--- src/vrec_cfg.svh ---
// constants for the virtual RAM ECC error record block
//
// Notes on behaviour
// - comm cache correctable errors log in record 15, uncorrectable in 16; raise its irq.
// - records 15 and 16 exist only with fourth-generation virtual support.
// - comm cache correctable syndrome: bit location above, address below; uncorrectable: address only.
// - vPE count is two to the vPE width; width sizes syndrome address fields.
// - pending array correctable errors in record 17, uncorrectable in 18; raise its irq.
// - records 17 and 18 exist only with fourth-generation virtual support.
// - pending array: width up to 8 gives one address bit, else width minus 7.
// - target store correctable errors in record 19, uncorrectable in 20; raise its irq.
// - target store address is vpe_width bits, bit location above up to bit 31.
// - target residency correctable errors in record 21, uncorrectable in 22; raise irq.
// - residency syndrome address is log2(cores) bits, bit location above it.
// - records 19 through 24 exist only with fourth-generation virtual support.
// - target search correctable errors in record 23, uncorrectable in 24; raise irq.
// - target search syndrome split equals the pending array split.
// - translation RAM correctable errors in record 25, uncorrectable in 26.
// - records 25 and 26 exist only when a translation service is configured.
// - translation uncorrectable error triggers an automatic refetch of the entry.
// - translation correctable: index, selector, 8-bit location, address from x+10.
// - translation uncorrectable: index, 3-bit selector at x, address from x+3.
// - selector codes: none, device cache, collection cache, event cache as 0 to 3.
`ifndef VREC_CFG_SVH
`define VREC_CFG_SVH

// ----------------------------------------------------------------------
// build configuration
// ----------------------------------------------------------------------
`define VREC_V4_EN          1
`define VREC_ITS_EN         1
`define VREC_VPE_WIDTH      10
`define VREC_CORES_LOG2     4
`define VREC_ITS_LOG2       1

// ----------------------------------------------------------------------
// record numbering and syndrome split
// ----------------------------------------------------------------------
`define VREC_NUM_SRC        6
`define VREC_REC_FIRST      15
`define VREC_REC_LAST       26
`define VREC_SPA_SPLIT      8
`define VREC_SPA_ROW_LOG2   7
`define VREC_ITS_BL_OFS     2
`define VREC_ITS_CE_AD_OFS  10
`define VREC_ITS_UE_AD_OFS  3
`define VREC_ITS_BL_W       8

// ----------------------------------------------------------------------
// register map, word addresses
// ----------------------------------------------------------------------
`define VREC_RGN_SYN        2'h0
`define VREC_RGN_STAT       2'h1
`define VREC_CFG_ADDR       8'h80
`define VREC_STAT_VALID     0
`define VREC_STAT_OVF       1
`define VREC_SYN_RST        32'h00000000

`endif

--- src/vrec_pkg.sv ---
// types shared by the virtual RAM ECC error record block
package vrec_pkg;

  // translation RAM selector, codes in declaration order
  typedef enum logic [1:0] {
    VREC_SEL_NONE,
    VREC_SEL_DEVICE,
    VREC_SEL_COLLECTION,
    VREC_SEL_EVENT
  } vrec_ram_sel_e;

  typedef struct packed {
    logic        valid;
    logic        ovf;
    logic [31:0] syn;
  } vrec_slot_s;

  typedef struct packed {
    logic [31:0] rdata;
    logic [4:0]  irq;
    logic        refetch;
    logic [1:0]  refetch_ram;
    logic [31:0] refetch_addr;
  } vrec_top_s;

endpackage

--- src/vrec_top.sv ---
// virtual and translation RAM ECC error records with register access
//
// Strobed register access and the placing of the registers were left to the implementer.
`include "vrec_cfg.svh"
module vrec_top (
  input  wire logic                          core_clk,
  input  wire logic                          rst_n,
  input  wire logic [7:0]                    reg_addr,
  input  wire logic [31:0]                   reg_wdata,
  input  wire logic                          reg_wr,
  input  wire logic                          reg_rd,
  output logic      [31:0]                   reg_rdata,
  input  wire logic [`VREC_NUM_SRC-1:0]      ce_evt,
  input  wire logic [`VREC_NUM_SRC-1:0]      ue_evt,
  input  wire logic [`VREC_NUM_SRC-1:0][31:0] evt_bitloc,
  input  wire logic [`VREC_NUM_SRC-1:0][31:0] evt_addr,
  input  wire logic [7:0]                    its_index,
  input  wire logic [1:0]                    its_ram_sel,
  output logic                               irq_virtual_comm_cache,
  output logic                               irq_virtual_sgi_pending_array,
  output logic                               irq_virtual_target_store,
  output logic                               irq_virtual_target_residency,
  output logic                               irq_virtual_target_search,
  output logic                               its_refetch_req,
  output logic      [1:0]                    its_refetch_ram,
  output logic      [31:0]                   its_refetch_addr
);

  // ----------------------------------------------------------------------
  // record slots, two per source: even correctable, odd uncorrectable
  // ----------------------------------------------------------------------
  localparam int NREC = 2 * `VREC_NUM_SRC;

  logic [NREC-1:0]       rec_valid;
  logic [NREC-1:0]       rec_ovf;
  logic [NREC-1:0][31:0] rec_syn;
  logic [NREC-1:0]       rec_clr;
  logic [NREC-1:0]       rec_present;
  logic [NREC-1:0]       rec_evt;
  logic [NREC-1:0][31:0] rec_syn_in;

  logic [1:0] rgn;
  logic [5:0] rnum;
  logic [5:0] ridx;
  logic       rhit;

  // record index from the low address bits
  always_comb begin
    rgn  = reg_addr[7:6];
    rnum = reg_addr[5:0];
    ridx = rnum - 6'(`VREC_REC_FIRST);
    rhit = (rnum >= 6'(`VREC_REC_FIRST)) && (rnum <= 6'(`VREC_REC_LAST));
  end

  genvar g;
  generate
    for (g = 0; g < `VREC_NUM_SRC; g++) begin : g_src
      logic [31:0] ce_s;
      logic [31:0] ue_s;

      vrec_syn_fmt #(
        .SRC (g)
      ) u_fmt (
        .bitloc  (evt_bitloc[g]),
        .addr    (evt_addr[g]),
        .its_idx (its_index),
        .its_ram (its_ram_sel),
        .ce_syn  (ce_s),
        .ue_syn  (ue_s)
      );

      // correctable in the lower record number, uncorrectable in the next
      assign rec_evt[2*g]        = ce_evt[g];
      assign rec_evt[2*g+1]      = ue_evt[g];
      assign rec_syn_in[2*g]     = ce_s;
      assign rec_syn_in[2*g+1]   = ue_s;
      // virtual records need v4 support, last pair needs a translation service
      assign rec_present[2*g]    = (g == 5) ? (`VREC_ITS_EN != 0)
                                            : (`VREC_V4_EN != 0);
      assign rec_present[2*g+1]  = rec_present[2*g];
    end

    for (g = 0; g < NREC; g++) begin : g_rec
      // write one to the valid bit of the status word clears the record
      assign rec_clr[g] = reg_wr && rhit && (rgn == `VREC_RGN_STAT) &&
                          (ridx == 6'(g)) && reg_wdata[`VREC_STAT_VALID];

      vrec_slot u_slot (
        .core_clk (core_clk),
        .rst_n    (rst_n),
        .present  (rec_present[g]),
        .evt      (rec_evt[g]),
        .syn_in   (rec_syn_in[g]),
        .clr      (rec_clr[g]),
        .valid    (rec_valid[g]),
        .ovf      (rec_ovf[g]),
        .syn      (rec_syn[g])
      );
    end
  endgenerate

  // ----------------------------------------------------------------------
  // state: read data, interrupt levels, refetch request
  // ----------------------------------------------------------------------
  vrec_pkg::vrec_top_s st_ff;
  vrec_pkg::vrec_top_s nxt_st;
  logic [31:0]         cfg_word;

  always_comb begin
    cfg_word = {8'h00, 8'(`VREC_ITS_LOG2), 4'(`VREC_CORES_LOG2),
                6'(`VREC_VPE_WIDTH), 4'h0,
                1'(`VREC_ITS_EN), 1'(`VREC_V4_EN)};
    nxt_st = st_ff;
    // read data holds only in the cycle after the strobe
    nxt_st.rdata = 32'h00000000;
    if (reg_rd) begin
      if (reg_addr == `VREC_CFG_ADDR) begin
        nxt_st.rdata = cfg_word;
      end else if (rhit) begin
        case (rgn)
          `VREC_RGN_SYN: begin
            nxt_st.rdata = rec_syn[ridx[3:0]];
          end
          `VREC_RGN_STAT: begin
            nxt_st.rdata = {30'h00000000, rec_ovf[ridx[3:0]], rec_valid[ridx[3:0]]};
          end
          default: begin
            nxt_st.rdata = 32'h00000000;
          end
        endcase
      end
    end
    // level irq per virtual RAM, held while either of its records is valid
    for (int i = 0; i < 5; i++) begin
      nxt_st.irq[i] = rec_valid[2*i] | rec_valid[2*i+1];
    end
    // uncorrectable translation error: ask for the entry again, no software step;
    // fires on every error, even when the record is already occupied
    nxt_st.refetch = ue_evt[5] && rec_present[11];
    if (ue_evt[5]) begin
      nxt_st.refetch_ram  = its_ram_sel;
      nxt_st.refetch_addr = evt_addr[5];
    end
  end

  always_ff @(posedge core_clk or negedge rst_n) begin
    if (!rst_n) begin
      st_ff <= '0;
    end else begin
      st_ff <= nxt_st;
    end
  end

  assign reg_rdata                     = st_ff.rdata;
  assign irq_virtual_comm_cache        = st_ff.irq[0];
  assign irq_virtual_sgi_pending_array = st_ff.irq[1];
  assign irq_virtual_target_store      = st_ff.irq[2];
  assign irq_virtual_target_residency  = st_ff.irq[3];
  assign irq_virtual_target_search     = st_ff.irq[4];
  assign its_refetch_req               = st_ff.refetch;
  assign its_refetch_ram               = st_ff.refetch_ram;
  assign its_refetch_addr              = st_ff.refetch_addr;

endmodule

--- src/vrec_syn_fmt.sv ---
// syndrome packing for one RAM source
`include "vrec_cfg.svh"
module vrec_syn_fmt #(
  parameter int SRC = 0
) (
  input  wire logic [31:0] bitloc,
  input  wire logic [31:0] addr,
  input  wire logic [7:0]  its_idx,
  input  wire logic [1:0]  its_ram,
  output logic      [31:0] ce_syn,
  output logic      [31:0] ue_syn
);

  // ----------------------------------------------------------------------
  // address field width per source
  // ----------------------------------------------------------------------
  localparam int VW = `VREC_VPE_WIDTH;
  localparam int SPA_AW = (VW <= `VREC_SPA_SPLIT) ? 1 : VW - `VREC_SPA_ROW_LOG2;
  localparam int AW = (SRC == 0) ? $clog2(VW) :
                      (SRC == 2) ? VW :
                      (SRC == 3) ? `VREC_CORES_LOG2 :
                      SPA_AW;
  localparam int X = `VREC_ITS_LOG2;

  logic [31:0] amask;
  logic [31:0] imask;
  logic [31:0] blmask;

  always_comb begin
    amask  = (32'h00000001 << AW) - 32'h00000001;
    imask  = (32'h00000001 << X) - 32'h00000001;
    blmask = (32'h00000001 << `VREC_ITS_BL_W) - 32'h00000001;
    if (SRC == 5) begin
      ce_syn = (addr << (X + `VREC_ITS_CE_AD_OFS)) |
               ((bitloc & blmask) << (X + `VREC_ITS_BL_OFS)) |
               ({30'h00000000, its_ram} << X) | ({24'h000000, its_idx} & imask);
      ue_syn = (addr << (X + `VREC_ITS_UE_AD_OFS)) |
               ({30'h00000000, its_ram} << X) | ({24'h000000, its_idx} & imask);
    end else begin
      ce_syn = (bitloc << AW) | (addr & amask);
      ue_syn = addr & amask;
    end
  end

endmodule

--- src/vrec_slot.sv ---
// one error record: valid, overflow and held syndrome
module vrec_slot (
  input  wire logic        core_clk,
  input  wire logic        rst_n,
  input  wire logic        present,
  input  wire logic        evt,
  input  wire logic [31:0] syn_in,
  input  wire logic        clr,
  output logic             valid,
  output logic             ovf,
  output logic      [31:0] syn
);

  vrec_pkg::vrec_slot_s st_ff;
  vrec_pkg::vrec_slot_s nxt_st;

  always_comb begin
    nxt_st = st_ff;
    if (clr) begin
      nxt_st.valid = 1'b0;
      nxt_st.ovf   = 1'b0;
    end
    // event beats a clear in the same cycle
    if (present && evt) begin
      if (st_ff.valid && !clr) begin
        nxt_st.ovf = 1'b1;
      end else begin
        nxt_st.valid = 1'b1;
        nxt_st.syn   = syn_in;
      end
    end
    if (!present) begin
      nxt_st = '0;
    end
  end

  always_ff @(posedge core_clk or negedge rst_n) begin
    if (!rst_n) begin
      st_ff <= '0;
    end else begin
      st_ff <= nxt_st;
    end
  end

  assign valid = st_ff.valid;
  assign ovf   = st_ff.ovf;
  assign syn   = st_ff.syn;

endmodule

--- config.mk ---
export PLATFORM = sky130hd
export DESIGN_NAME = vrec_top
export DESIGN_NICKNAME = d
export VERILOG_FILES = /design/src/vrec_pkg.sv /design/src/vrec_top.sv /design/src/vrec_syn_fmt.sv /design/src/vrec_slot.sv
export VERILOG_INCLUDE_DIRS = /design/src /design/src/src
export SDC_FILE = /design/constraint.sdc
export NUM_CORES = 1
export LEC_CHECK = 0
export BUFFER_PORTS_ARGS = -buffer_cell sky130_fd_sc_hd__buf_2
export CAP_MARGIN = 40
export CORE_AREA = 3 3 203 205
export CTS_CLUSTER_DIAMETER = 100
export DETAILED_ROUTE_END_ITERATION = 16
export DIE_AREA = 0 0 206 208
export GPL_TIMING_DRIVEN = 0
export PLACE_DENSITY = 0.61
export RECOVER_POWER = 25
export SYNTH_ARGS = -nofsm -noshare
export SYNTH_HDL_FRONTEND = slang
export SYNTH_SLANG_ARGS = --single-unit
--- constraint.sdc ---
create_clock -name core_clk -period 1.5 [get_ports core_clk]
set_input_delay 0.3 -clock core_clk [delete_from_list [all_inputs] [get_ports core_clk]]
set_output_delay 0.3 -clock core_clk [all_outputs]
set_load 0.005 [all_outputs]
==> impl_metrics.json <==
{
  "avgSynthCellArea_sq_um": 14.73,
  "slew_headroom_pct": -6.759,
  "setup_viol": 384,
  "clock_insertion_delay_worst_skew_ns": 0.55,
  "layout_setup_ws_ns": -0.6058,
  "critical_path.cell_chain": "buf_8 -> buf_12 -> clkinv_8 -> clkbuf_16 -> ha_4 -> nand3b_1 -> a21oi_4 -> buf_6 -> nor4_4 -> buf_12 -> a41oi_4 -> buf_12 -> buf_12 -> buf_12 -> mux2_4",
  "grt_first_pass_wirelength_um": 80250,
  "critical_path_buf_inv_count": 9,
  "htreeDepth": 2,
  "tritoncts.num_buffers": 39,
  "postSynth.asyncResetShare_pct": 100.0,
  "core.rowCount": 73,
  "post_cts_hold_buffer_count": 191,
  "syn_area_sq_mm": 0.01548,
  "vias": 11610,
  "dp_slack_ns": -1.718,
  "power-per-cell-area_mw_per_mm2": 1025,
  "outcome": "finished with violations",
  "synth_area_leader_cell": "sky130_fd_sc_hd__dfrtp_1",
  "hold_depth": 2,
  "post-route-period-util_pct": 140.4,
  "cp_common_cell": "sky130_fd_sc_hd__buf_12",
  "pwr-share-comb_pct": 18.5,
  "detail_route.iter0.violations": 646,
  "total_power_mw": 24.77,
  "multiInputGateArea_sq_mm": 0.007517,
  "fin_util_pct": 60.93,
  "grt_overflow": 0,
  "max_cap_violations": 1,
  "vdd.ir_drop.worst_uv": 874.6,
  "layout_common_cells": "sky130_fd_sc_hd__dfrtp_1, sky130_fd_sc_hd__buf_2, sky130_fd_sc_hd__mux2_4, sky130_fd_sc_hd__dlygate4sd3_1, sky130_fd_sc_hd__mux2_2",
  "first_global_vias": 12660,
  "grt_antenna_before_repair": 3,
  "primary_ff_master_synth": "sky130_fd_sc_hd__dfrtp_1",
  "firstDrtPassIters": 5,
  "mostFrequentLayoutCell": "sky130_fd_sc_hd__dfrtp_1",
  "syn-num-nets": 1507,
  "finalMaxSlewViolations": 109,
  "clk_root_buffer_cell": "sky130_fd_sc_hd__clkbuf_16",
  "cts_max_path_buffers": 3,
  "internal_power_mw": 18.46,
  "synth-warning-count": 0,
  "netSwitchingPower_mw": 6.302,
  "number_of_nets_in_the_layout": 2152,
  "crit_path_max_fanout": 6,
  "sequential_cell_area_sq_mm": 0.008583,
  "fin_setup_tns_ns": -153.40,
  "top_area_cell_type_share_of_the_netlist_area_pct": 55.45,
  "grt_setup_unrepaired": "yes",
  "antennaDiodeCount": 0,
  "edff_count_synth": 0,
  "share_clk_of_total_power_pct": 38.4,
  "sequential_share_of_the_synthesized_area_pct": 55.45,
  "power.static_leakage_nw": 11.72,
  "fillers": 3079,
  "clock-sinks": 343,
  "period_needed_ns": 2.106,
  "remaining_drc_errors": 0,
  "max_freq_mhz": 474.9,
  "hold_class": "input port to register",
  "yosys_register_bits": 343,
  "critPathTopFamily": "buffers and inverters",
  "critical_path.endpoint_type": "register",
  "die_height_um": 208,
  "critical_path.startpoint_type": "input port",
  "timing.critical_path.slowest_stage_cell": "sky130_fd_sc_hd__mux2_4",
  "slew_at_the_pin_closest_to_its_max_slew_limit_ns": 1.601,
  "sequentialPowerShare_pct": 43.1,
  "boundaryPins": 522,
  "initial_utilization_pct": 39.05,
  "worst_clock_skew_ns": 0.01705,
  "synthDistinctLibCells": 57,
  "ant_nets": 0,
  "hold_slack_ns": 0.03485,
  "top_cells_by_area_synth": "sky130_fd_sc_hd__dfrtp_1, sky130_fd_sc_hd__mux2_2, sky130_fd_sc_hd__mux2_4",
  "detailed_place_hpwl_um": 34180,
  "die-area_sq_mm": 0.04285,
  "grt_max_degree": 121,
  "total_global_route_track_usage_pct": 25.03,
  "layout-area-overhead-vs-synth_pct": 56.04,
  "hold_viol_final": 0,
  "routabilityCongestion": 0.8488,
  "clk_transition_reported_paths_ns": 0.06,
  "switching_share_pct": 25.45,
  "die-width_um": 206,
  "wire_per_inst_um": 23.92,
  "share_of_post_route_cells_with_drive_strength_above_1_pct": 54.85,
  "cts_tree": "built",
  "path_class": "input port to register",
  "count_of_input_and_output_buffers": 298,
  "crit_arrival_ns": 2.52,
  "reg2regPathDepth": 5,
  "placeableCoreArea_sq_mm": 0.03964,
  "routed_wirelength_um": 53730,
  "vias_per_cell": 5.171,
  "cp_data_required_time_ns": 1.92,
  "worst-path-stages": 15,
  "failed_checks": "capacitance limit, slew limit, setup timing",
  "post_synth_inst_count": 1051,
  "cpPeakStageDelay_ns": 0.29
}
==> what timing repair did <==
action,in CTS,in global routing
pin swaps,37,21
cloned,23,3
setup buffers,77,16
hold endpoints to repair,329,108
endpoints found under the setup margin,331,330
resized for setup,195,29
==> final cells by class <==
cell class                 instances  share of cell area, %
buffer                            61                  3.357
tap                              525                  2.720
sequential                       343                  35.53
clock inverter                    13                 0.4403
timing repair buffer             606                  21.92
inverter                           3                0.09842
multi-input combinational        642                  31.12
clock buffer                      53                  4.807
==> Yosys cell counts (3+ instances only) <==
master / count
sky130_fd_sc_hd__nor2b_1: 10
sky130_fd_sc_hd__a41oi_4: 3
sky130_fd_sc_hd__mux2_4: 90
sky130_fd_sc_hd__mux2_2: 205
sky130_fd_sc_hd__nand2_1: 45
sky130_fd_sc_hd__mux2i_1: 26
sky130_fd_sc_hd__a22oi_1: 34
sky130_fd_sc_hd__nand2b_1: 4
sky130_fd_sc_hd__and2_1: 5
sky130_fd_sc_hd__nor2_1: 30
sky130_fd_sc_hd__buf_6: 9
sky130_fd_sc_hd__a21oi_1: 31
sky130_fd_sc_hd__ha_1: 6
sky130_fd_sc_hd__nand3_1: 12
sky130_fd_sc_hd__a31oi_1: 5
sky130_fd_sc_hd__inv_1: 3
sky130_fd_sc_hd__buf_2: 22
sky130_fd_sc_hd__or2_2: 5
sky130_fd_sc_hd__clkbuf_1: 22
sky130_fd_sc_hd__buf_1: 8
sky130_fd_sc_hd__nand3b_1: 3
sky130_fd_sc_hd__a21o_1: 7
sky130_fd_sc_hd__o21ai_0: 36
sky130_fd_sc_hd__mux4_2: 38
sky130_fd_sc_hd__a31oi_2: 4
sky130_fd_sc_hd__mux2_1: 4
sky130_fd_sc_hd__dfrtp_1: 343
sky130_fd_sc_hd__nor3_1: 5
==> registers in the layout, summed over array words and instances (netlist names) <==
| name | cells |
|---|---|
| g_rec.u_slot.valid | 12 |
| g_rec.u_slot.ovf | 12 |
| irq_virtual_target_store | 1 |
| its_refetch_addr | 32 |
| reg_rdata | 32 |
| its_refetch_req | 1 |
| irq_virtual_sgi_pending_array | 1 |
| irq_virtual_target_search | 1 |
| g_rec.u_slot.syn | 247 |
| its_refetch_ram | 2 |
| irq_virtual_comm_cache | 1 |
| irq_virtual_target_residency | 1 |
==> power by group through the flow <==
stage	registers [mW]	logic, mW	clock network (mW)
after global placement	10.8	3.52	0
after detailed placement	10.8	3.59	0
after floorplan	10.6	2.29	0
after CTS	10.7	4.55	9.72
final	10.7	4.59	9.50
after global routing	10.8	4.90	10.1
==> metrics by stage <==
step | area [sq um] | instances
2_1_floorplan | 16310 | 1051
3_3_place_gp | 18460 | 1874
3_5_place_dp | 18530 | 1877
4_1_cts | 23960 | 2234
5_1_grt | 24150 | 2246
6_report | 24150 | 2246
==> per-layer routing <==
layer | share of wire [%] | global-route usage [%]
met1 | 47 | 37.47
met2 | 45 | 38.35
met3 | 4.8 | 3.583
met4 | 2.3 | 6.531
met5 | 0.076 | 0
==> worst register-to-register path: cells and delay by family (launching register included) <==
| kind | cells | cell delay (ns) |
|---|---|---|
| flip-flops | 1 | 0.45 |
| multiplexers | 1 | 0.51 |
| AND/OR/NAND/NOR | 1 | 0.10 |
| AO/OA/AOI/OAI | 3 | 0.51 |
==> final timing paths <==
kind,from,endpoint,slack (ns)
max,reg_addr[0],g_rec[11].u_slot.syn[27],-0.61
min,evt_addr[187],g_rec[11].u_slot.syn[31],0.03
max reg2reg,g_rec[5].u_slot.valid,reg_rdata[0],-0.20
min reg2reg,g_rec[1].u_slot.syn[2],g_rec[1].u_slot.syn[2],0.50
max in group asynchronous,rst_n,g_rec[2].u_slot.syn[1],-0.05
min in group asynchronous,rst_n,g_rec[8].u_slot.syn[30],0.20
==> cell families (layout without fill, tap and decap cells) <==
| kind of cell | count (synthesis) | count (layout) | synth area share, % |
|---|---|---|---|
| compound gates | 136 | 136 | 6.103 |
| xor+xnor | 4 | 4 | 0.2264 |
| fa+ha+maj | 6 | 6 | 0.4850 |
| buf+inv | 66 | 736 | 2.263 |
| flops | 343 | 343 | 55.45 |
| mux | 363 | 363 | 31.14 |
| simple gates | 133 | 133 | 4.333 |
Power figures use the tool's default switching activity.
